[config.mk]
export PLATFORM = sky130hd
export DESIGN_NAME = gear_scaler_flat
export DESIGN_NICKNAME = d
export VERILOG_FILES = /design/src/verilog/gear_pkg.sv /design/src/verilog/gear_link_if.sv /design/src/verilog/gear_scaler.sv /design/src/flat_wrapper.sv
export SDC_FILE = /design/constraint.sdc
export NUM_CORES = 2
export LEC_CHECK = 0
export BUFFER_PORTS_ARGS = -buffer_cell sky130_fd_sc_hd__buf_2
export CORE_UTILIZATION = 40
export CTS_CLUSTER_SIZE = 24
export DETAILED_ROUTE_END_ITERATION = 8
export GPL_TIMING_DRIVEN = 1
export SLEW_MARGIN = 20
export SYNTH_ARGS = -nofsm -noshare
export SYNTH_HDL_FRONTEND = slang
export SYNTH_SLANG_ARGS = --single-unit
[constraint.sdc]
create_clock -name clk_sys_i -period 11.09 [get_ports clk_sys_i]
set_input_delay 1.6635 -clock clk_sys_i [delete_from_list [all_inputs] [get_ports clk_sys_i]]
set_output_delay 1.6635 -clock clk_sys_i [all_outputs]
set_load 0.005 [all_outputs]
[src/verilog/gear_pkg.sv]
// Shared constants and types for the electronic gear scaler and its host end
package gear_pkg;

   // ------------------------------------------------------------
   // Widths
   // ------------------------------------------------------------
   localparam int REF_W = 32;
   localparam int GEAR_W = 31;
   localparam int PULSE_W = 64;
   localparam int CHK_W = 48;

   // ------------------------------------------------------------
   // Gear parameter limits and reset values
   // ------------------------------------------------------------
   localparam logic [30:0] GEAR_MAX = 31'h4000_0000;
   localparam logic [30:0] GEAR_NUM_RST = 31'h0000_0010;
   localparam logic [30:0] GEAR_DEN_RST = 31'h0000_0001;
   localparam logic COMPAT_RST = 1'b0;
   // Lower bound 0.001 checked as num * 1000 >= den
   localparam logic [16:0] RATIO_MIN_INV = 17'h003E8;
   localparam logic [16:0] RATIO_MAX_NATIVE = 17'h0FA00;
   localparam logic [16:0] RATIO_MAX_COMPAT = 17'h00FA0;

   // ------------------------------------------------------------
   // Host register map (byte offsets) and fields
   // ------------------------------------------------------------
   localparam logic [7:0] OFS_CTRL = 8'h00;
   localparam logic [7:0] OFS_NUM = 8'h04;
   localparam logic [7:0] OFS_DEN = 8'h08;
   localparam logic [7:0] OFS_REF = 8'h0C;
   localparam logic [7:0] OFS_STAT = 8'h10;
   localparam int CTRL_RESTART_BIT = 0;
   localparam int CTRL_COMPAT_BIT = 1;
   localparam int STAT_PEND_BIT = 0;
   localparam int STAT_ERR_BIT = 1;

   // ------------------------------------------------------------
   // Scaler sequence
   // ------------------------------------------------------------
   localparam logic [5:0] DIV_LAST = 6'h3F;
   typedef enum logic [1:0] {
      ST_IDLE = 2'b00,
      ST_MUL = 2'b01,
      ST_DIV = 2'b11,
      ST_OUT = 2'b10
   } scale_state_t;

endpackage : gear_pkg

[src/verilog/gear_link_if.sv]
// Link between the host reference issuer and the gear scaler
`timescale 1ns/1ps
interface gear_link_if;
   logic ref_valid;
   logic ref_ready;
   logic signed [gear_pkg::REF_W-1:0] ref_delta;
   logic [gear_pkg::GEAR_W-1:0] gear_numerator;
   logic [gear_pkg::GEAR_W-1:0] gear_denominator;
   logic encoder_resolution_compat_select;
   logic restart;
   logic param_err;

   modport dev (
      input ref_valid,
      input ref_delta,
      input gear_numerator,
      input gear_denominator,
      input encoder_resolution_compat_select,
      input restart,
      output ref_ready,
      output param_err
   );

   modport host (
      output ref_valid,
      output ref_delta,
      output gear_numerator,
      output gear_denominator,
      output encoder_resolution_compat_select,
      output restart,
      input ref_ready,
      input param_err
   );
endinterface : gear_link_if

[src/verilog/gear_scaler.sv]
// Electronic gear scaler: reference units in, encoder pulses out
//
// Local design decisions: the register offsets and the APB register port.
`timescale 1ns/1ps
// ------------------------------------------------------------
// How it works
// - Each reference scaled by gear ratio into pulses
// - Host pulses taken directly as reference units
// - Host doing its own scaling sets 1:1
// - Ratio num/den, 1..2^30, defaults 16/1, restart
// - Compat select picks the permitted ratio range
// - Native resolution: 0.001..64000, else error alarm
// - Reduced resolution: 0.001..4000, else error alarm
// - Rotary: resolution per load rev times m/n
// - Direct linear: travel times resolution over pitch
// - Converter: travel times converter resolution over pitch
// ------------------------------------------------------------
module gear_scaler #(
   parameter int REF_W = gear_pkg::REF_W
) (
   // Clock and reset
   input wire logic clk_sys_i,
   input wire logic rst_n_i,
   // Link to host
   gear_link_if.dev link,
   // Encoder pulse side
   output logic pulse_valid_o,
   output logic signed [gear_pkg::PULSE_W-1:0] pulse_delta_o,
   output logic signed [gear_pkg::PULSE_W-1:0] pulse_total_o,
   // Status
   output logic busy_o,
   output logic param_err_o
);

   // ------------------------------------------------------------
   // Elaboration checks
   // ------------------------------------------------------------
   // Product width is fixed by the 64-bit dividend
   if (REF_W != gear_pkg::REF_W) begin : g_bad_ref_w
      $error("gear_scaler: REF_W must match the link width");
   end

   // ------------------------------------------------------------
   // Declarations
   // ------------------------------------------------------------
   gear_pkg::scale_state_t state_r;
   logic [gear_pkg::GEAR_W-1:0] num_r;
   logic [gear_pkg::GEAR_W-1:0] den_r;
   logic compat_r;
   logic load_pend_r;
   logic apply_cfg;
   logic cfg_ok;
   logic err_r;
   logic signed [REF_W-1:0] delta_r;
   logic [gear_pkg::GEAR_W-1:0] rem_acc_r;
   logic [63:0] mag_r;
   logic [31:0] part_r;
   logic neg_r;
   logic [5:0] cnt_r;
   logic signed [63:0] total;
   logic [31:0] shifted;
   logic [gear_pkg::CHK_W-1:0] lo_prod;
   logic [gear_pkg::CHK_W-1:0] hi_lim;
   logic [gear_pkg::GEAR_W-1:0] rem_frac;
   logic signed [63:0] q_signed;
   logic [gear_pkg::GEAR_W-1:0] rem_nxt;
   logic pulse_valid_r;
   logic signed [63:0] pulse_delta_r;
   logic signed [63:0] pulse_total_r;

   // ------------------------------------------------------------
   // Gear configuration, taken after reset and at restart
   // ------------------------------------------------------------
   // Deferred until idle so a scaling in flight never sees a mixed ratio
   assign apply_cfg = load_pend_r && (state_r == gear_pkg::ST_IDLE) && !link.restart;

   always_ff @(posedge clk_sys_i) begin
      if (!rst_n_i) begin
         num_r <= gear_pkg::GEAR_NUM_RST;
         den_r <= gear_pkg::GEAR_DEN_RST;
         compat_r <= gear_pkg::COMPAT_RST;
         load_pend_r <= 1'b1;
      end else if (link.restart) begin
         load_pend_r <= 1'b1;
      end else if (apply_cfg) begin
         num_r <= link.gear_numerator;
         den_r <= link.gear_denominator;
         compat_r <= link.encoder_resolution_compat_select;
         load_pend_r <= 1'b0;
      end
   end

   // ------------------------------------------------------------
   // Ratio range check
   // ------------------------------------------------------------
   always_comb begin
      lo_prod = gear_pkg::CHK_W'(num_r) * gear_pkg::CHK_W'(gear_pkg::RATIO_MIN_INV);
      if (compat_r) begin
         hi_lim = gear_pkg::CHK_W'(den_r) * gear_pkg::CHK_W'(gear_pkg::RATIO_MAX_COMPAT);
      end else begin
         hi_lim = gear_pkg::CHK_W'(den_r) * gear_pkg::CHK_W'(gear_pkg::RATIO_MAX_NATIVE);
      end
      cfg_ok = (num_r != '0) && (num_r <= gear_pkg::GEAR_MAX) && (den_r != '0) && (den_r <= gear_pkg::GEAR_MAX)
               && (lo_prod >= gear_pkg::CHK_W'(den_r)) && (gear_pkg::CHK_W'(num_r) <= hi_lim);
   end

   always_ff @(posedge clk_sys_i) begin
      if (!rst_n_i) begin
         err_r <= 1'b0;
      end else begin
         err_r <= !cfg_ok;
      end
   end

   assign param_err_o = err_r;
   assign link.param_err = err_r;

   // References are refused while the ratio is illegal or a restart is pending
   // Stale alarm also refuses, so ready never shows beside a raised alarm
   assign link.ref_ready = (state_r == gear_pkg::ST_IDLE) && !load_pend_r && !link.restart && cfg_ok && !err_r;
   assign busy_o = (state_r != gear_pkg::ST_IDLE);

   // ------------------------------------------------------------
   // Datapath helpers
   // ------------------------------------------------------------
   always_comb begin
      total = 64'(delta_r) * $signed({33'h0_0000_0000, num_r}) + $signed({33'h0_0000_0000, rem_acc_r});
      shifted = {part_r[30:0], mag_r[63]};
      rem_frac = part_r[gear_pkg::GEAR_W-1:0];
      // Floor division so the remainder is always in 0..den-1
      if (neg_r && (rem_frac != '0)) begin
         q_signed = -$signed(mag_r) - 64'sh1;
         rem_nxt = den_r - rem_frac;
      end else if (neg_r) begin
         q_signed = -$signed(mag_r);
         rem_nxt = '0;
      end else begin
         q_signed = $signed(mag_r);
         rem_nxt = rem_frac;
      end
   end

   // ------------------------------------------------------------
   // Scaling sequence
   // ------------------------------------------------------------
   always_ff @(posedge clk_sys_i) begin
      if (!rst_n_i) begin
         state_r <= gear_pkg::ST_IDLE;
         delta_r <= '0;
         mag_r <= 64'h0000_0000_0000_0000;
         part_r <= 32'h0000_0000;
         neg_r <= 1'b0;
         cnt_r <= 6'h00;
      end else begin
         unique case (state_r)
            gear_pkg::ST_IDLE: begin
               if (link.ref_valid && link.ref_ready) begin
                  delta_r <= link.ref_delta;
                  state_r <= gear_pkg::ST_MUL;
               end
            end
            gear_pkg::ST_MUL: begin
               neg_r <= total[63];
               mag_r <= total[63] ? 64'(-total) : 64'(total);
               part_r <= 32'h0000_0000;
               cnt_r <= 6'h00;
               state_r <= gear_pkg::ST_DIV;
            end
            gear_pkg::ST_DIV: begin
               // One quotient bit a cycle keeps the divider small
               if (shifted >= {1'b0, den_r}) begin
                  part_r <= shifted - {1'b0, den_r};
                  mag_r <= {mag_r[62:0], 1'b1};
               end else begin
                  part_r <= shifted;
                  mag_r <= {mag_r[62:0], 1'b0};
               end
               cnt_r <= cnt_r + 6'h01;
               if (cnt_r == gear_pkg::DIV_LAST) begin
                  state_r <= gear_pkg::ST_OUT;
               end
            end
            gear_pkg::ST_OUT: begin
               state_r <= gear_pkg::ST_IDLE;
            end
         endcase
      end
   end

   // ------------------------------------------------------------
   // Remainder carry
   // ------------------------------------------------------------
   always_ff @(posedge clk_sys_i) begin
      if (!rst_n_i) begin
         rem_acc_r <= '0;
      end else if (apply_cfg) begin
         rem_acc_r <= '0;
      end else if (state_r == gear_pkg::ST_OUT) begin
         rem_acc_r <= rem_nxt;
      end
   end

   // ------------------------------------------------------------
   // Pulse output
   // ------------------------------------------------------------
   always_ff @(posedge clk_sys_i) begin
      if (!rst_n_i) begin
         pulse_valid_r <= 1'b0;
         pulse_delta_r <= 64'sh0;
         pulse_total_r <= 64'sh0;
      end else if (state_r == gear_pkg::ST_OUT) begin
         pulse_valid_r <= 1'b1;
         pulse_delta_r <= q_signed;
         pulse_total_r <= pulse_total_r + q_signed;
      end else begin
         pulse_valid_r <= 1'b0;
      end
   end

   assign pulse_valid_o = pulse_valid_r;
   assign pulse_delta_o = pulse_delta_r;
   assign pulse_total_o = pulse_total_r;

endmodule : gear_scaler

[src/flat_wrapper.sv]
// flat-port wrapper written by rule: the top's interface ports become plain ports
module gear_scaler_flat 
#(
   parameter int REF_W = gear_pkg::REF_W
)
  (clk_sys_i, rst_n_i, pulse_valid_o, pulse_delta_o, pulse_total_o, busy_o, param_err_o, link_ref_valid, link_ref_delta, link_gear_numerator, link_gear_denominator, link_encoder_resolution_compat_select, link_restart, link_ref_ready, link_param_err);
  gear_link_if link_i ();
  input wire logic clk_sys_i;
  input wire logic rst_n_i;
  output logic pulse_valid_o;
  output logic signed [gear_pkg::PULSE_W-1:0] pulse_delta_o;
  output logic signed [gear_pkg::PULSE_W-1:0] pulse_total_o;
  output logic busy_o;
  output logic param_err_o;
  input wire logic [$bits(link_i.ref_valid)-1:0] link_ref_valid;
  input wire logic [$bits(link_i.ref_delta)-1:0] link_ref_delta;
  input wire logic [$bits(link_i.gear_numerator)-1:0] link_gear_numerator;
  input wire logic [$bits(link_i.gear_denominator)-1:0] link_gear_denominator;
  input wire logic [$bits(link_i.encoder_resolution_compat_select)-1:0] link_encoder_resolution_compat_select;
  input wire logic [$bits(link_i.restart)-1:0] link_restart;
  output wire logic [$bits(link_i.ref_ready)-1:0] link_ref_ready;
  output wire logic [$bits(link_i.param_err)-1:0] link_param_err;
  assign link_i.ref_valid = link_ref_valid;
  assign link_i.ref_delta = link_ref_delta;
  assign link_i.gear_numerator = link_gear_numerator;
  assign link_i.gear_denominator = link_gear_denominator;
  assign link_i.encoder_resolution_compat_select = link_encoder_resolution_compat_select;
  assign link_i.restart = link_restart;
  assign link_ref_ready = link_i.ref_ready;
  assign link_param_err = link_i.param_err;
  gear_scaler #(.REF_W(REF_W)) u_core (.clk_sys_i(clk_sys_i), .rst_n_i(rst_n_i), .link(link_i), .pulse_valid_o(pulse_valid_o), .pulse_delta_o(pulse_delta_o), .pulse_total_o(pulse_total_o), .busy_o(busy_o), .param_err_o(param_err_o));
endmodule
==> out/qor.yml <==
core-area_um2: 185000
drive_gt1_share_pct: 6.55
synthArstFlopShare_pct: 0
routed_via_density: 5.41
synth_top_flop_cell: "dfxtp_1"
ant_nets: 0
grt_max_degree: 99
synthTopCellsByCount: "1,320 x inv_1, 1,310 x fa_1, 938 x nand2_1"
fin_tns_setup_ns: 0
setup_viol: 0
die-area_um2: 188000
holdWs_ns: 0.456
postSynthAreaPerCell_um2: 8.60
finalCritPeriodShare_pct: 95.0
cp_slowest_stage_delay_ns: 0.92
place_congestion: 0.951
ir_drop_uv: 115
setup_ws_ns: 0.549
insertion_delay_ns: 0.76
io_buffers: 231
synth-seq-cells: 361
max-cap-violations: 0
grt_overflow: 0
critPathLaunchType: "flip-flop"
critPathMaxFanout: 19
top_usage_layer: "met2"
wl_per_cell_um: 21.0
nets: 10633
crit_path_top_delay_cell: "dfxtp_1"
place_ws_ns: 0.520
drtPass1Iterations: 8
die_x_um: 434
finalHoldViolCount: 0
ios: 232
synth_top_area_share_pct: 35.2
yosysWarnings: 0
vias: 60441
clk_pin_slew_worst_paths_ns: 0.06
antenna_found_initial: 2
cts_max_path_buffers: 3
fillCellCount: 18318
cts.sinks: 361
grt_pass1_vias: 62281
cpMostUsedCell: "fa_1"
yosysSeqAreaShare_pct: 9.69
synth.area.top_cells: "fa_1 35%, ha_1 9.7%, dfxtp_1 9.7%, inv_1 6.6%, and2_1 6.0%"
worstPathArrival_ns: 11.11
grt_util_met1_pct: 33.7
crit_type: "reg2reg"
critPathRequiredTime_ns: 11.66
tightest_slew_ns: 1.08
finalCriticalPeriod_ns: 10.54
p_leak_uw: 0.0399
dp_hpwl_um: 194000
final_max_slew_viol_count: 0
total_power_uw: 6310
power.density_nw_per_um2: 78.9
wl_um: 234000
grt_pass1_wl_um: 369000
synth_edf_count: 0
core.rowCount: 158
rsz0062_at_grt: "false"
hp-class: "reg2reg"
synthDistinctLibCells: 94
clock_skew_ns: 0.0938
grt_use_met2_pct: 41.9
htree_levels: 2
syn_inst: 8664
status: "completed"
cts_tree: "yes"
mappedNetlistNets: 10652
drc_errors: 0
met3_usage_pct: 3.09
cts-buffers-inserted: 51
synth_top_area_cell: "fa_1"
root_buffer: "clkbuf_16"
grt_usage_pct: 25.2
fp.dieH_um: 434
start_util_pct: 40.2
drt_iter0_markers: 4427
endpoint_kind: "flip-flop"
fmax_mhz: 94.9
synth.most_common_cell: "inv_1"
syn_area_um2: 74500
area_growth_pct: 7.28
slew_headroom_pct: 28.3
worst max-delay path: cells and delay by family (launching register included):
family	cells	cell delay (ns)
adders and majority gates	9	4.55
xor gates and xnor gates	1	0.17
and+or+nand+nor	8	3.08
AOI/OAI and AO/OA	4	1.03
buffers and inverters	6	0.66
DFF	1	0.92
where the power goes:
group / total, µW / internal [µW] / switching [µW]
clock: 1740 / 979 / 758
sequential: 1420 / 1330 / 91.8
combinational: 3150 / 1250 / 1900
total: 6310 / 3560 / 2750
final timing paths:
check,startpoint,depth (start not counted),to,slack [ns]
max reg2reg,u_core.delta_r[7]$_SDFFE_PN0P_,28,u_core.mag_r[50]$_SDFFE_PN0N_,0.55
min,u_core.den_r[3]$_SDFFE_PN0P_,2,u_core.den_r[3]$_SDFFE_PN0P_,0.46
max,u_core.delta_r[7]$_SDFFE_PN0P_,28,u_core.mag_r[50]$_SDFFE_PN0N_,0.55
min reg2reg,u_core.den_r[3]$_SDFFE_PN0P_,2,u_core.den_r[3]$_SDFFE_PN0P_,0.46
logic make-up (layout without fill, tap and decap cells):
| group | Yosys count | after routing | synth area share [%] |
|---|---|---|---|
| and+or+nand+nor | 2760 | 2760 | 18.4 |
| DFF | 361 | 361 | 9.69 |
| buffers and inverters | 1777 | 1797 | 9.08 |
| xor gates and xnor gates | 375 | 375 | 4.41 |
| other | 0 | 1 | 0 |
| AOI/OAI and AO/OA | 1383 | 1383 | 11.9 |
| adders and majority gates | 1889 | 1889 | 44.9 |
| muxes | 119 | 119 | 1.61 |
cells in the final DEF, fill, tap and decap left out, drive strengths merged, types with 66 or more instances in the layout:
cell type	n
o21ai	284
nand2b	66
ha	579
a21o	150
nor2	414
and2	720
buf	383
nor3	155
xnor2	252
xor2	123
nand3	98
nand2	938
dfxtp	361
a21oi	446
fa	1310
inv	1322
clkbuf	67
nand4	83
mux2i	110
per-layer routing:
metal,share of wire (%),wire length [µm],vias to the layer above
met1,43,101000,30558
li1,-,-,27751
met5,0.0055,13,-
met2,48,112000,1754
met3,5.3,12400,376
met4,4.0,9290,2
state kept, by name (all words and copies together), names as in the netlist, 2 cells and up:
signal	flops
u_core.rem_acc_r	31
u_core.part_r	31
u_core.cnt_r	6
u_core.pulse_total_o	64
u_core.delta_r	32
u_core.num_r	31
u_core.den_r	31
u_core.pulse_delta_o	64
u_core.state_r	2
u_core.mag_r	64
cell type report:
type,instances,area [µm²],area share (%)
Timing Repair Buffer,383,2340,2.92
Antenna cell,1,2.50,0.00313
Sequential cell,361,7250,9.07
Clock buffer,67,1430,1.78
Multi-Input combinational cell,6526,60600,75.8
Clock inverter,25,292,0.365
Tap cell,2480,3100,3.88
Inverter,1322,4970,6.21
through the flow:
| stage | util, % | instance area [µm²] | instances |
|---|---|---|---|
| 2_1_floorplan | - | 74500 | 8664 |
| 3_3_place_gp | 42.2 | 78200 | 11072 |
| 3_5_place_dp | 42.2 | 78200 | 11072 |
| 4_1_cts | 43.2 | 80000 | 11164 |
| 5_1_grt | 43.2 | 80000 | 11164 |
| 6_report | 43.2 | 80000 | 11165 |
timing repair:
item,in CTS,in global routing
endpoints found under the setup margin,0,5
buffers inserted,0,0
resized for setup,0,9
hold buffers,0,0
No activity file was read; power rests on OpenSTA's default activity.
